===== config.mk =====
export PLATFORM = sky130hd
export DESIGN_NAME = can_status_irq_fifo_regs
export DESIGN_NICKNAME = d
export VERILOG_FILES = /design/src/verilog/can_status_pkg.sv /design/src/verilog/can_status_irq_fifo_regs.sv
export SDC_FILE = /design/constraint.sdc
export NUM_CORES = 1
export LEC_CHECK = 0
export BUFFER_PORTS_ARGS = -buffer_cell sky130_fd_sc_hd__buf_2
export CAP_MARGIN = 0
export CORE_UTILIZATION = 62
export CTS_BUF_LIST = sky130_fd_sc_hd__clkbuf_4
export DETAILED_ROUTE_END_ITERATION = 16
export PLACE_DENSITY = 0.89
export SLEW_MARGIN = 20
export SYNTH_ARGS = -nofsm -noshare
export SYNTH_HDL_FRONTEND = slang
export SYNTH_SLANG_ARGS = --single-unit

===== constraint.sdc =====
create_clock -name clk -period 7 [get_ports clk]
set_clock_uncertainty 0.2 [all_clocks]
set_input_delay 0.35 -clock clk [delete_from_list [all_inputs] [get_ports clk]]
set_output_delay 0.35 -clock clk [all_outputs]
set_load 0.01 [all_outputs]

===== src/verilog/can_status_pkg.sv =====
// Constants, field layout and carrier types for the CAN status block.
// Assumes a 16-bit register port with an 8-word map and one clock.
package can_status_pkg;

  // ==========================================================
  // Register map (word index on reg_req.addr)
  localparam logic [2:0] OFF_DATA_BYTE_FILTER_CTRL = 3'h0;
  localparam logic [2:0] OFF_INTERRUPT_CODE_VECTOR = 3'h1;
  localparam logic [2:0] OFF_FIFO_AREA_CONTROL = 3'h2;
  localparam logic [2:0] OFF_FIFO_POINTER_STATUS = 3'h3;
  localparam logic [2:0] OFF_INTERRUPT_FLAGS = 3'h4;
  localparam logic [2:0] OFF_INTERRUPT_ENABLES = 3'h5;
  localparam logic [2:0] OFF_ERROR_COUNTS = 3'h6;
  localparam logic [2:0] OFF_COMPARE_SETUP = 3'h7;

  // ==========================================================
  // Field positions
  localparam int FILTER_NUM_LSB = 8;
  localparam int AREA_SIZE_LSB = 13;
  localparam int WRITE_PTR_LSB = 8;
  localparam int ERR_STATE_LSB = 8;
  localparam int TX_COUNT_LSB = 8;
  localparam int FLAG_INVALID = 7;
  localparam int FLAG_WAKEUP = 6;
  localparam int FLAG_ERROR = 5;
  localparam int FLAG_FIFO = 3;
  localparam int FLAG_OVERFLOW = 2;
  localparam int FLAG_RX = 1;
  localparam int FLAG_TX = 0;
  localparam logic [7:0] FLAG_IMPL_MASK = 8'hef;

  // ==========================================================
  // Codes and limits
  localparam logic [4:0] COMPARE_COUNT_MAX = 5'h11;
  localparam int ID_COMPARE_BITS = 18;
  localparam logic [6:0] CODE_NO_INT = 7'h40;
  localparam logic [6:0] CODE_ERROR = 7'h41;
  localparam logic [6:0] CODE_WAKEUP = 7'h42;
  localparam logic [6:0] CODE_OVERFLOW = 7'h43;
  localparam logic [6:0] CODE_FIFO_FULL = 7'h44;
  localparam logic [2:0] MODE_DISABLE = 3'h1;
  localparam logic [2:0] MODE_CONFIG = 3'h4;
  localparam logic [5:0] POINTER_LAST = 6'h1f;
  localparam logic [7:0] COUNT_SATURATED = 8'hff;

  // ==========================================================
  // Reset values
  localparam logic [15:0] RST_WORD = 16'h0000;
  localparam logic [7:0] RST_FLAGS = 8'h00;
  localparam logic [7:0] RST_COUNT = 8'h00;
  localparam logic [5:0] RST_POINTER = 6'h00;
  localparam logic [4:0] RST_FIELD5 = 5'h00;
  localparam logic [2:0] RST_AREA = 3'h0;
  localparam logic [2:0] RST_MODE = 3'h4;
  localparam logic [3:0] RST_BUF = 4'h0;
  localparam logic [5:0] RST_ERR_STATE = 6'h00;

  // ==========================================================
  // Carriers
  typedef struct packed {
    logic [2:0] addr;
    logic [15:0] wdata;
    logic wr;
    logic rd;
  } reg_req_type;

  typedef struct packed {
    logic invalid_msg;
    logic wakeup;
    logic fifo_almost_full;
    logic rx_overflow;
    logic rx_buffer;
    logic tx_buffer;
    logic [3:0] buffer_number;
    logic filter_hit;
    logic [3:0] filter_number;
  } can_event_type;

  typedef struct packed {
    logic tx_bus_off;
    logic tx_error_passive;
    logic rx_error_passive;
    logic tx_warning;
    logic rx_warning;
  } err_state_type;

  // Buffers held in DMA RAM for each area size code; reserved code gives 0
  function automatic logic [5:0] area_buffers(input logic [2:0] code);
    case (code)
      3'h0: area_buffers = 6'h04;
      3'h1: area_buffers = 6'h06;
      3'h2: area_buffers = 6'h08;
      3'h3: area_buffers = 6'h0c;
      3'h4: area_buffers = 6'h10;
      3'h5: area_buffers = 6'h18;
      3'h6: area_buffers = 6'h20;
      default: area_buffers = 6'h00;
    endcase
  endfunction

endpackage

===== src/verilog/can_status_irq_fifo_regs.sv =====
// Status, interrupt, receive FIFO pointer and error count registers.
// Assumes a protocol engine that pulses events and drives error states,
// and a register master that follows the one-cycle strobe port.
//
// Our own choices: the plain strobed port and the register addresses.
`timescale 1ns/1ps

// Behaviour
// - 5-bit compare count; zero off, high invalid
// - Nonzero count compares data bits with identifier
// - Read-only matched filter number, zero to fifteen
// - Fixed interrupt codes for status interrupts
// - Buffer interrupts report buffer number as code
// - 3-bit code sets buffer area size
// - Writable FIFO start buffer field
// - Read-only FIFO next write pointer
// - Read-only FIFO next read pointer, low bits
// - Read-only error states plus combined warning
// - Error flag set by any error state
// - Interrupt flags cleared by software, never set
// - FIFO, overflow, receive, transmit flags at 3..0
// - Disabled mode keeps wake-up, flags, counts
// - Entering initialization clears counts, keeps flags
module can_status_irq_fifo_regs
  import can_status_pkg::*;
(
  input wire logic clk,
  input wire logic rstn,
  input wire can_status_pkg::reg_req_type reg_req,
  output logic [15:0] rdata,
  input wire logic [2:0] op_mode,
  input wire can_status_pkg::can_event_type events,
  input wire can_status_pkg::err_state_type err_state,
  input wire logic [3:0] tx_err_up,
  input wire logic tx_err_down,
  input wire logic [3:0] rx_err_up,
  input wire logic rx_err_down,
  input wire logic fifo_write_done,
  input wire logic fifo_read_done,
  output logic irq,
  output logic [17:0] id_compare_mask,
  output logic compare_count_invalid,
  output logic [5:0] buffer_area_count,
  output logic [4:0] fifo_start,
  output logic [5:0] fifo_write_pointer,
  output logic [5:0] fifo_read_pointer
);
  import can_status_pkg::*;

  // ==========================================================
  // State
  logic [15:0] rdata_q;
  logic [4:0] compare_count_q;
  logic [ID_COMPARE_BITS-1:0] mask_q;
  logic [4:0] matched_filter_q;
  logic [3:0] buffer_number_q;
  logic [2:0] area_size_q;
  logic [4:0] start_q;
  logic [5:0] write_ptr_q;
  logic [5:0] write_ptr_d;
  logic [5:0] read_ptr_q;
  logic [5:0] read_ptr_d;
  logic [7:0] flags_q;
  logic [7:0] flags_d;
  logic [7:0] enables_q;
  logic [5:0] err_state_q;
  logic [7:0] tx_count_q;
  logic [7:0] tx_count_d;
  logic [7:0] rx_count_q;
  logic [7:0] rx_count_d;
  logic [2:0] mode_q;

  // ==========================================================
  // Register decode
  wire wr_fctrl = reg_req.wr && (reg_req.addr == OFF_FIFO_AREA_CONTROL);
  wire wr_flags = reg_req.wr && (reg_req.addr == OFF_INTERRUPT_FLAGS);
  wire wr_enables = reg_req.wr && (reg_req.addr == OFF_INTERRUPT_ENABLES);
  wire wr_setup = reg_req.wr && (reg_req.addr == OFF_COMPARE_SETUP);

  // ==========================================================
  // Data byte compare control
  wire count_invalid = compare_count_q > COMPARE_COUNT_MAX;
  wire [4:0] count_used = count_invalid ? 5'h00 : compare_count_q;

  // One mask bit per identifier bit reached by the count
  genvar gi;
  generate
    for (gi = 0; gi < ID_COMPARE_BITS; gi = gi + 1)
    begin : g_mask
      always_ff @(posedge clk or negedge rstn)
      begin
        if (!rstn)
          mask_q[gi] <= 1'b0;
        else
          mask_q[gi] <= count_used > 5'(gi);
      end
    end
  endgenerate

  // ==========================================================
  // Error state and interrupt flags
  wire any_warning = err_state.tx_warning || err_state.rx_warning;
  wire [5:0] err_state_now = {err_state.tx_bus_off,
                              err_state.tx_error_passive,
                              err_state.rx_error_passive,
                              err_state.tx_warning,
                              err_state.rx_warning,
                              any_warning};
  wire err_rise = |(err_state_now & ~err_state_q);
  wire disabled = op_mode == MODE_DISABLE;
  wire active = !disabled;

  wire [7:0] flag_set;
  assign flag_set[FLAG_INVALID] = active && events.invalid_msg;
  assign flag_set[FLAG_WAKEUP] = events.wakeup;
  assign flag_set[FLAG_ERROR] = active && err_rise;
  assign flag_set[4] = 1'b0;
  assign flag_set[FLAG_FIFO] = active && events.fifo_almost_full;
  assign flag_set[FLAG_OVERFLOW] = active && events.rx_overflow;
  assign flag_set[FLAG_RX] = active && events.rx_buffer;
  assign flag_set[FLAG_TX] = active && events.tx_buffer;

  // Writing zero clears a flag, writing one leaves it; a set wins
  wire [7:0] flag_clear = wr_flags ? ~reg_req.wdata[7:0] : 8'h00;
  assign flags_d = ((flags_q & ~flag_clear) | flag_set) & FLAG_IMPL_MASK;

  wire [7:0] pending = flags_q & enables_q;
  assign irq = |pending;

  // ==========================================================
  // Interrupt code, error first, then wake-up, overflow, FIFO, buffers
  wire buffer_pending = pending[FLAG_RX] || pending[FLAG_TX];
  wire [6:0] interrupt_code =
    pending[FLAG_ERROR] ? CODE_ERROR :
    pending[FLAG_WAKEUP] ? CODE_WAKEUP :
    pending[FLAG_OVERFLOW] ? CODE_OVERFLOW :
    pending[FLAG_FIFO] ? CODE_FIFO_FULL :
    buffer_pending ? {3'b000, buffer_number_q} :
    CODE_NO_INT;

  // ==========================================================
  // FIFO pointers wrap from the last buffer of the area to the start
  wire [5:0] area_count = area_buffers(area_size_q);
  wire [5:0] start_ptr = {1'b0, start_q};

  function automatic logic [5:0] advance(input logic [5:0] ptr,
                                         input logic [5:0] area,
                                         input logic [5:0] first);
    logic [5:0] nxt;
    nxt = ptr + 6'h01;
    if (nxt >= area || ptr >= POINTER_LAST)
      advance = first;
    else
      advance = nxt;
  endfunction

  wire [5:0] write_next = advance(write_ptr_q, area_count, start_ptr);
  wire [5:0] read_next = advance(read_ptr_q, area_count, start_ptr);

  assign write_ptr_d = wr_fctrl ? {1'b0, reg_req.wdata[4:0]} :
                       (fifo_write_done && active) ? write_next :
                       write_ptr_q;
  assign read_ptr_d = wr_fctrl ? {1'b0, reg_req.wdata[4:0]} :
                      fifo_read_done ? read_next :
                      read_ptr_q;

  // ==========================================================
  // Error counters saturate; held when disabled, cleared on init entry
  wire entering_init = (op_mode == MODE_CONFIG) && (mode_q != MODE_CONFIG);
  wire [8:0] tx_sum = {1'b0, tx_count_q} + {5'h00, tx_err_up};
  wire [8:0] rx_sum = {1'b0, rx_count_q} + {5'h00, rx_err_up};
  wire [7:0] tx_up = tx_sum[8] ? COUNT_SATURATED : tx_sum[7:0];
  wire [7:0] rx_up = rx_sum[8] ? COUNT_SATURATED : rx_sum[7:0];
  wire tx_dec = tx_err_down && (tx_count_q != RST_COUNT);
  wire rx_dec = rx_err_down && (rx_count_q != RST_COUNT);

  assign tx_count_d =
    entering_init ? RST_COUNT :
    disabled ? tx_count_q :
    (tx_err_up != 4'h0) ? tx_up :
    tx_dec ? tx_count_q - 8'h01 :
    tx_count_q;
  assign rx_count_d =
    entering_init ? RST_COUNT :
    disabled ? rx_count_q :
    (rx_err_up != 4'h0) ? rx_up :
    rx_dec ? rx_count_q - 8'h01 :
    rx_count_q;

  // ==========================================================
  // Read mux; unmapped bits read as zero
  logic [15:0] rd_word;
  always_comb
  begin
    rd_word = RST_WORD;
    case (reg_req.addr)
      OFF_DATA_BYTE_FILTER_CTRL:
        rd_word[4:0] = compare_count_q;
      OFF_INTERRUPT_CODE_VECTOR:
      begin
        rd_word[FILTER_NUM_LSB +: 5] = matched_filter_q;
        rd_word[6:0] = interrupt_code;
      end
      OFF_FIFO_AREA_CONTROL:
      begin
        rd_word[AREA_SIZE_LSB +: 3] = area_size_q;
        rd_word[4:0] = start_q;
      end
      OFF_FIFO_POINTER_STATUS:
      begin
        rd_word[WRITE_PTR_LSB +: 6] = write_ptr_q;
        rd_word[5:0] = read_ptr_q;
      end
      OFF_INTERRUPT_FLAGS:
      begin
        rd_word[ERR_STATE_LSB +: 6] = err_state_q;
        rd_word[7:0] = flags_q;
      end
      OFF_INTERRUPT_ENABLES:
        rd_word[7:0] = enables_q;
      OFF_ERROR_COUNTS:
      begin
        rd_word[TX_COUNT_LSB +: 8] = tx_count_q;
        rd_word[7:0] = rx_count_q;
      end
      OFF_COMPARE_SETUP:
        rd_word[4:0] = compare_count_q;
      default:
        rd_word = RST_WORD;
    endcase
  end

  // ==========================================================
  // Registers
  always_ff @(posedge clk or negedge rstn)
  begin
    if (!rstn)
      rdata_q <= RST_WORD;
    else
      rdata_q <= reg_req.rd ? rd_word : RST_WORD;
  end

  always_ff @(posedge clk or negedge rstn)
  begin
    if (!rstn)
      compare_count_q <= RST_FIELD5;
    else if (wr_setup)
      compare_count_q <= reg_req.wdata[4:0];
  end

  always_ff @(posedge clk or negedge rstn)
  begin
    if (!rstn)
    begin
      area_size_q <= RST_AREA;
      start_q <= RST_FIELD5;
    end
    else if (wr_fctrl)
    begin
      area_size_q <= reg_req.wdata[AREA_SIZE_LSB +: 3];
      start_q <= reg_req.wdata[4:0];
    end
  end

  always_ff @(posedge clk or negedge rstn)
  begin
    if (!rstn)
    begin
      write_ptr_q <= RST_POINTER;
      read_ptr_q <= RST_POINTER;
    end
    else
    begin
      write_ptr_q <= write_ptr_d;
      read_ptr_q <= read_ptr_d;
    end
  end

  always_ff @(posedge clk or negedge rstn)
  begin
    if (!rstn)
      matched_filter_q <= RST_FIELD5;
    else if (events.filter_hit && active)
      matched_filter_q <= {1'b0, events.filter_number};
  end

  always_ff @(posedge clk or negedge rstn)
  begin
    if (!rstn)
      buffer_number_q <= RST_BUF;
    else if ((events.rx_buffer || events.tx_buffer) && active)
      buffer_number_q <= events.buffer_number;
  end

  always_ff @(posedge clk or negedge rstn)
  begin
    if (!rstn)
    begin
      flags_q <= RST_FLAGS;
      err_state_q <= RST_ERR_STATE;
    end
    else
    begin
      flags_q <= flags_d;
      err_state_q <= err_state_now;
    end
  end

  always_ff @(posedge clk or negedge rstn)
  begin
    if (!rstn)
      enables_q <= RST_FLAGS;
    else if (wr_enables)
      enables_q <= reg_req.wdata[7:0] & FLAG_IMPL_MASK;
  end

  always_ff @(posedge clk or negedge rstn)
  begin
    if (!rstn)
    begin
      tx_count_q <= RST_COUNT;
      rx_count_q <= RST_COUNT;
      mode_q <= RST_MODE;
    end
    else
    begin
      tx_count_q <= tx_count_d;
      rx_count_q <= rx_count_d;
      mode_q <= op_mode;
    end
  end

  // ==========================================================
  // Outputs
  assign rdata = rdata_q;
  assign id_compare_mask = mask_q;
  assign compare_count_invalid = count_invalid;
  assign buffer_area_count = area_count;
  assign fifo_start = start_q;
  assign fifo_write_pointer = write_ptr_q;
  assign fifo_read_pointer = read_ptr_q;

endmodule


-- Yosys cells after proc, flatten, opt, wreduce, memory -nomap -nowiden
Cells that the tools add are included.
- add/sub/neg operators: 6
- magnitude comparators: 23
- eq/ne operators: 17
- multiplexer cells: 32
- bitwise operators: 7
- reduce and logical (&&, ||, !) cells: 37
- operator list (cell ; count):
    two-way mux 8 bit ; 11
    case mux 6 bit (7 select lines) ; 1
    > comparator 5 x 4 -> 1 bit (second input constant) ; 8
    two-way mux 6 bit ; 6
    two-way mux 7 bit ; 5
    case mux 5 bit (7 select lines) ; 1
    == test 3 bit (second input constant) ; 8
    > comparator 5 x 3 -> 1 bit (second input constant) ; 4
    case mux 5 bit (4 select lines) ; 1
    adder 8 x 4 -> 9 bit ; 2
    bitwise AND 8 bit ; 2
    logical AND 1 bit ; 16
    two-way mux 16 bit ; 1
    NOT 8 bit ; 2
    nonzero test 8 bit ; 2
    subtractor 8 x 1 -> 8 bit (second input constant) ; 2
    > comparator 5 bit (second input constant) ; 3
    adder 6 x 1 -> 6 bit (second input constant) ; 2
    == test 3 x 2 -> 1 bit (second input constant) ; 4
    greater-or-equal comparator 6 x 5 -> 1 bit (second input constant) ; 2
    greater-or-equal comparator 6 bit ; 2
    > comparator 5 x 1 -> 1 bit (second input constant) ; 2
    > comparator 5 x 2 -> 1 bit (second input constant) ; 2
    == test 3 x 1 -> 1 bit (second input constant) ; 3
    20 further kinds ; 30
- register bits: 106
- output and inout bits: 59

-- Longest topological paths before layout
Gate-level depths: netlist of the first run.
- depth in word-level cells: 9
- depth in mapped cells: 9
- depth with buffers taken out: 9

-- Worst setup path after synthesis of the first run
No wires, ideal clock.
- path kind: reg-to-reg
- from: register read_ptr_q[0], in the netlist fifo_read_pointer[0]
- to: register read_ptr_q[0], in the netlist fifo_read_pointer[0]
- setup time: 131 ps
- arrival time: 2249 ps
- required time: 6669 ps
- path slack: 4419 ps
- cell stages (with the launch flop): 10
- path buffers: 0
- clock period less this slack: 2581 ps
- cells stage by stage: dfrtp_1 > nand4_1 > nor2_1 > xor2_1 > ha_1 > a211oi_1 > o21ai_1 > a31oi_2 > nor2_1 > or3_1
- word-level cells in the longest chain between the ends: 6
- elaborated cells on any way between the ends: 7
- ends and longest elaborated chain (what ; line ; source):
    start: declaration ; can_status_irq_fifo_regs.sv:61 ; logic [5:0] read_ptr_q;
    start signal: assignment ; can_status_irq_fifo_regs.sv:275 ; read_ptr_q <= read_ptr_d;
    adder 6 x 1 -> 6 bit ; can_status_irq_fifo_regs.sv:150 ; nxt = ptr + 6'h01;
    greater-or-equal comparator 6 bit ; can_status_irq_fifo_regs.sv:151 ; if (nxt >= area || ptr >= POINTER_LAST)
    logical OR 1 bit ; can_status_irq_fifo_regs.sv:151 ;
    two-way mux 6 bit * ; can_status_irq_fifo_regs.sv:151 ;
    two-way mux 6 bit * ; can_status_irq_fifo_regs.sv:164 ; fifo_read_done ? read_next :
    two-way mux 6 bit * ; can_status_irq_fifo_regs.sv:163 ; assign read_ptr_d = wr_fctrl ? {1'b0, reg_req.wdata[4:0]} :
Every way passes the cells marked *; elsewhere a longest branch is shown, timed or not. The select of a mux whose other input is x is not followed.
A chain may end at the register's enable or synchronous reset.

-- Worst setup path after layout of the first run
Ends and elaborated chain as after synthesis.

==> flow_metrics.py, run 1 <==
metrics = {
    "synth": {
        "synth_area_leaders": "dfrtp_1 43%, ha_1 4.9%, nand2_1 4.8%",
        "synthFlopType": "dfrtp_1",
        "post_synthesis_cell_area_um2": 6120,
        "yosysUniqueCellTypes": 78,
        "synth-async-reset-ratio_pct": 100,
        "syn_area_per_cell_um2": 9.80,
        "synth.top_cells.by_count": "105 x dfrtp_1, 78 x nand2_1, 35 x a21oi_1",
        "ys_seq_elements": 106,
        "syn-instance-count": 625,
        "area_share_of_the_largest_cell_type_after_synthesis_pct": 42.9,
        "synth-seq-area-share_pct": 43.3,
        "netlist.top_cell.by_area": "dfrtp_1",
        "yosys.cell_count.top_type": "dfrtp_1",
        "yosys_warnings": 0,
        "synth_edf_count": 0,
    },
    "die": {
        "die_area_um2": 10300,
        "die_width_um": 101,
        "floorplan.die.height_um": 101,
        "num_rows": 35,
        "ios": 117,
        "coreArea_um2": 9420,
        "start_util_pct": 65.0,
    },
    "clock_tree": {
        "clock_sinks": 106,
        "clock-root-buffer": "clkbuf_4",
        "clock_h_tree_levels": 3,
        "post_cts_setup_buffers": 0,
        "cts-root-to-sink-buffers": 2,
        "cts_hold_buffers": 42,
        "tritoncts": "yes",
        "clk_pin_slew_worst_paths_ps": 190,
        "clock_latency_ps": 480,
        "post_cts.resized_instances": 0,
        "cts_buffers": 9,
    },
    "critical_path": {
        "critPathArrivalTime_ps": 3090,
        "critPathRequiredTime_ps": 7190,
        "critical-path-top-delay-family": "compound AO/OA/AOI/OAI gates",
        "start_kind": "register",
        "cp_max_fo": 10,
        "cp_cell_sequence": "nand4_1, nor2_1, xor2_1, ha_1, a211oi_1, o21ai_1, a31oi_2, nor2_1, or3_1",
        "worst_path_max_delay_cell": "dfrtp_1",
        "worst_path_most_repeated_cell": "nor2_1",
        "cp.buffers_inverters": 0,
        "crit_path_max_incr_delay_ps": 560,
        "criticalPathCategory": "reg -> reg",
        "critical_path.endpoint_type": "register",
    },
    "final_layout": {
        "fillCellCount": 623,
        "finish.instance_area_um2": 7260,
        "drive_above_1_share_pct": 22.5,
        "area.growth.synth_to_final_pct": 18.5,
        "sequential_standard_cell_area_um2": 2650,
        "final_nets": 845,
        "final_util_pct": 77.1,
        "multi_input_comb_area_um2": 3210,
        "layoutNonFillerInstCount": 896,
    },
    "power": {
        "power_density_nw_per_um2": 312,
        "power_switching_uw": 966,
        "comb_power_share_pct": 43.0,
        "worst_ir_drop_vdd_v": 0.000169,
        "power_leakage_nw": 3.43,
        "totalPowerFinal_mw": 2.26,
        "sw_frac_of_total_pct": 42.7,
        "p_seq_share_pct": 43.0,
        "power_report.internal_total_mw": 1.30,
        "pwr-share-clk_pct": 14.0,
    },
    "routing": {
        "vias": 5461,
        "drt_first_pass_iters": 6,
        "detail_route.vias_per_cell": 6.09,
        "ant_nets": 0,
        "first_iter_violations": 412,
        "drt-total-wl_um": 16100,
        "route.detailed.drc": 0,
        "wl_per_cell_um": 17.9,
    },
    "sta": {
        "setup_ws_ps": 4100,
        "finalSetupTns_ps": 0,
        "timing.final.crit_share_pct": 41.4,
        "worst_slew_margin_rel_pct": 34.6,
        "final.min_clock_period_ps": 2900,
        "timing.final.max_slew_violations": 0,
        "finalHoldWorstSlack_ps": 86.0,
        "tightestPinTransition_ps": 976,
        "setup-violations-final": 0,
        "grt_setup_unrepaired": "no",
        "hold_viol_final": 0,
        "fmaxAchievable_mhz": 345,
    },
    "placement": {
        "dp_cells": 837,
        "weighted_congestion_at_the_end_of_routability_driven_global_placement": 0.945,
        "portBuffers": 110,
        "hpwlAfterDp_um": 11400,
        "placement.setup.worst_slack_ps": 3960,
        "placement_cell_area_um2": 6690,
    },
    "global_routing": {
        "grt_antenna_before_repair": 1,
        "grt_busiest_layer": "met2",
        "grtUsageMet1_pct": 42.9,
        "grt_util_all_layers_pct": 32.7,
        "global_route.usage.met2_pct": 55.1,
        "first_global_vias": 5355,
        "groute.layer.met3.usage_pct": 4.00,
        "grt-ovfl-total": 0,
        "largest_net_degree_at_the_start_of_global_routing": 64,
        "global_route_wire_length_before_repair_um": 25700,
    },
    "outcome": {
        "outcome": "completed",
    },
    "run": {
        "drv.max_cap_violation_count": 0,
    },
    "worst_hold_path": {
        "hp-class": "in -> reg",
    },
}
[worst reg2reg max path, stage by stage (launching register included)]
cell	delay [ps]
dfrtp_1	560
nand4_1	130
nor2_1	130
xor2_1	230
ha_1	290
a211oi_1	240
o21ai_1	110
a31oi_2	440
nor2_1	100
or3_1	380
[cell usage in the layout, fill, tap and decap left out, types with 12 or more instances in the layout]
master,Yosys,final
a21oi_1,35,35
buf_2,8,109
dfrtp_1,105,105
dlygate4sd3_1,0,42
ha_1,24,24
inv_1,29,29
mux2_2,16,16
mux2i_1,26,26
nand2_1,78,78
nand3_1,20,20
nor2_1,32,32
nor2b_1,12,12
o21ai_0,31,31
xnor2_1,12,12
[flip-flops by register name (all words and copies together), names as in the netlist]
signal	count
fifo_read_pointer	6
matched_filter_q	4
rx_count_q	8
fifo_start	5
enables_q	7
rdata	16
buffer_number_q	4
err_state_q	6
id_compare_mask	18
fifo_write_pointer	6
compare_count_q	5
area_size_q	3
flags_q	7
mode_q	3
tx_count_q	8
[path summary, 6_finish.rpt]
kind	from	endpoint	slack, ps	cells after the start
setup / recovery	fifo_read_pointer[0]$_DFFE_PN0P_	fifo_read_pointer[0]$_DFFE_PN0P_	4100	9
min in group asynchronous	rstn	id_compare_mask[12]$_DFF_PN0_	180	2
max in group asynchronous	rstn	rx_count_q[1]$_DFFE_PN0P_	5220	3
hold reg to reg	buffer_number_q[0]$_DFFE_PN0P_	buffer_number_q[0]$_DFFE_PN0P_	340	1
hold / removal	fifo_write_done	fifo_write_pointer[5]$_DFFE_PN0P_	90	4
setup reg to reg	fifo_read_pointer[0]$_DFFE_PN0P_	fifo_read_pointer[0]$_DFFE_PN0P_	4100	9
[cell type report]
type	instances	area share, %
Antenna cell	1	0.0345
Clock buffer	9	0.931
Clock inverter	7	1.03
Inverter	29	1.50
Multi-Input combinational cell	462	44.2
Sequential cell	106	36.6
Tap cell	129	2.22
Timing Repair Buffer	153	13.5
[routing by layer]
metal  vias up  part of all wire (%)
met5         -                     0
met4         0                   3.0
met3        43                   6.0
met2       256                    49
met1      2606                    42
li1       2556                     -
[kinds of logic (layout without fill, tap and decap cells)]
family                   Yosys count  count (layout)  share of synthesized area (%)
other                              1               3                         0.0613
AO/OA/AOI/OAI                    161             161                           17.6
AND/OR/NAND/NOR                  206             206                           17.3
XOR/XNOR                          18              18                           2.58
multiplexers                      49              49                           9.22
flip-flops                       106             106                           43.3
buffers and inverters             58             198                           4.33
adder cells (fa/ha/maj)           26              26                           5.56
[power by group through the flow]
stage / registers (mW) / logic (mW) / clock network, mW
floorplan: 0.914 / 0.720 / 0
global placement: 0.970 / 0.906 / 0
detailed placement: 0.977 / 0.944 / 0
CTS: 0.965 / 0.966 / 0.319
global route: 0.989 / 1.09 / 0.341
finish: 0.973 / 0.972 / 0.317
No activity file was read; power rests on OpenSTA's default activity.
==> inputs of run 2 (changes only) <==
Settings changed: CORE_UTILIZATION 62 to 58, PLACE_DENSITY 0.89 to 0.84.
Clock period 7 ns to 2.9 ns, I/O delays scaled along.
==> run 2 against run 1 <==
Effect of this change: largest power group is now combinational logic; critical endpoint is now rx_count_q[0]$_DFFE_PN0P_; die area increased by 6.8%; sequential share of layout area decreased by 1.6 points; largest cell class unchanged; routed wire length increased by 5.9%; combinational power increased to 2.7 times the previous value; total power increased to 2.5 times the previous value; setup slack got worse by 4000 ps; the run now ends with hold timing left; utilization decreased by 3.2 points; hold slack got worse by 98 ps.
==> flow_metrics.py, run 2 (synthesis results as in run 1) <==
metrics = {
    "critical_path": {
        "critical-path-top-delay-family": "compound AO/OA/AOI/OAI gates",
        "cp.buffers_inverters": 1,
        "crit_path_max_incr_delay_ps": 560,
        "critPathRequiredTime_ps": 3070,
        "cp_max_fo": 11,
        "criticalPathCategory": "reg -> reg",
        "start_kind": "register",
        "worst_path_max_delay_cell": "or4_4",
        "r2r_start": "rx_count_q[5]$_DFFE_PN0P_",
        "reg2reg_to": "rx_count_q[0]$_DFFE_PN0P_",
        "critical_path.endpoint_type": "register",
        "cp_cell_sequence": "or4_4, o41ai_2, a31oi_4, o2111ai_1, o21ai_1, dlygate4sd3_1",
        "worst_r2r_path_depth": 6,
        "reg2reg_slack_ps": 70,
        "critPathArrivalTime_ps": 3000,
    },
    "sta": {
        "timing.final.max_slew_violations": 0,
        "finalHoldWorstSlack_ps": -12.3,
        "finalSetupTns_ps": 0,
        "worst_slew_margin_rel_pct": 57.3,
        "fmaxAchievable_mhz": 353,
        "timing.final.crit_share_pct": 97.6,
        "final.min_clock_period_ps": 2830,
        "tightestPinTransition_ps": 639,
        "hold_viol_final": 22,
        "setup-violations-final": 0,
    },
    "run": {
        "drv.max_cap_violation_count": 0,
    },
    "routing": {
        "ant_nets": 0,
        "drt_first_pass_iters": 7,
        "drt-total-wl_um": 17000,
        "vias": 5732,
        "detail_route.vias_per_cell": 6.14,
        "route.detailed.drc": 0,
        "wl_per_cell_um": 18.2,
        "first_iter_violations": 479,
    },
    "clock_tree": {
        "clock_sinks": 106,
        "tritoncts": "yes",
        "clock_h_tree_levels": 3,
        "clock_latency_ps": 480,
        "clk_pin_slew_worst_paths_ps": 180,
        "clock-root-buffer": "clkbuf_4",
        "cts-root-to-sink-buffers": 2,
        "cts_buffers": 9,
    },
    "final_layout": {
        "finish.instance_area_um2": 7600,
        "area.growth.synth_to_final_pct": 24.1,
        "sequential_standard_cell_area_um2": 2660,
        "drive_above_1_share_pct": 23.2,
        "layout_common_cells": "109 x buf_2, 104 x dfrtp_1, 78 x nand2_1",
        "final_nets": 877,
        "multi_input_comb_area_um2": 3240,
        "mostFrequentLayoutCell": "buf_2",
        "num_antenna_cells": 0,
        "fillCellCount": 757,
        "layoutNonFillerInstCount": 934,
        "largest_register_ff_count": 18,
    },
    "placement": {
        "hpwlAfterDp_um": 12200,
        "portBuffers": 110,
        "weighted_congestion_at_the_end_of_routability_driven_global_placement": 0.936,
        "placement_cell_area_um2": 6790,
        "dp_cells": 854,
    },
    "outcome": {
        "violations": "hold timing",
        "outcome": "finished, violations left",
    },
    "power": {
        "worst_ir_drop_vdd_v": 0.000390,
        "power_leakage_nw": 3.58,
        "power_density_nw_per_um2": 746,
        "p_seq_share_pct": 41.2,
        "sw_frac_of_total_pct": 42.9,
        "comb_power_share_pct": 45.8,
        "power_report.internal_total_mw": 3.24,
        "pwr-share-clk_pct": 13.0,
        "power_switching_mw": 2.43,
    },
    "global_routing": {
        "grt-ovfl-total": 0,
        "largest_net_degree_at_the_start_of_global_routing": 61,
        "grt_antenna_before_repair": 0,
        "first_global_vias": 5522,
        "global_route_wire_length_before_repair_um": 27100,
        "grt_util_all_layers_pct": 31.7,
    },
    "die": {
        "die_area_um2": 11000,
        "start_util_pct": 59.6,
        "num_rows": 37,
        "ios": 117,
        "coreArea_um2": 10300,
        "die_width_um": 105,
        "floorplan.die.height_um": 105,
    },
    "worst_hold_path": {
        "hp-class": "in -> async",
    },
}
run 2: cell count changes in the layout (fill, tap and decap cells not counted), sizes merged:
cell         delta
buf            +10
diode           -1
dlygate4sd3    +22
run 2: final cells by class:
| class | instances | share of cell area [%] |
|---|---|---|
| Clock inverter | 7 | 0.807 |
| Sequential cell | 106 | 35.0 |
| Clock buffer | 9 | 0.889 |
| Timing Repair Buffer | 185 | 17.0 |
| Multi-Input combinational cell | 462 | 42.7 |
| Tap cell | 136 | 2.24 |
| Inverter | 29 | 1.43 |
run 2: how the worst max path moves through the flow:
stage                                                 start                                end  slack, ps  depth (start not counted)
after floorplan            fifo_read_pointer[0]$_DFFE_PN0P_   fifo_read_pointer[0]$_DFFE_PN0P_        320                          9
after global placement     fifo_read_pointer[1]$_DFFE_PN0P_   fifo_read_pointer[1]$_DFFE_PN0P_        290                         10
after detailed placement  fifo_write_pointer[0]$_DFFE_PN0P_  fifo_write_pointer[2]$_DFFE_PN0P_        120                          9
after CTS                         rx_count_q[5]$_DFFE_PN0P_          rx_count_q[0]$_DFFE_PN0P_         20                          6
after global routing      fifo_write_pointer[0]$_DFFE_PN0P_  fifo_write_pointer[1]$_DFFE_PN0P_        -60                          9
final                             rx_count_q[5]$_DFFE_PN0P_          rx_count_q[0]$_DFFE_PN0P_         70                          6
run 2: worst reg2reg max path: cells and delay by family, from the launching register on:
family	cells	cell delay, ps
buffers and inverters	1	560
AOI/OAI and AO/OA	4	880
and+or+nand+nor	1	570
DFF	1	530
run 2: metal layers:
layer	track usage, %	vias to the layer above	part of all wire, %
met5	0	-	0
met4	16.7	0	3.9
met3	4.43	54	7.2
met2	52.5	310	49
met1	40.7	2760	40
li1	-	2608	-
run 2: timing repair:
item                                    in CTS  in global routing
hold buffers                                64                  0
setup buffers                                0                  0
hold endpoints to repair                   183                  0
endpoints found under the setup margin       0                 10
gates resized for setup                      0                  6
run 2: through the flow:
stage / util (%) / power, mW / setup WS, ps
floorplan: - / 3.94 / 319
global placement: 66.0 / 4.60 / 285
detailed placement: 66.0 / 4.75 / 119
CTS: 73.5 / 5.54 / 20.9
global route: 73.9 / 6.03 / -58.9
finish: 73.9 / 5.67 / 68.5
run 2: power groups by stage:
stage,combinational [mW],clock [mW],sequential [mW]
6_report,2.60,0.737,2.34
3_5_place_dp,2.40,0,2.35
5_1_grt,2.85,0.802,2.38
4_1_cts,2.49,0.732,2.31
3_3_place_gp,2.28,0,2.32
2_1_floorplan,1.74,0,2.21
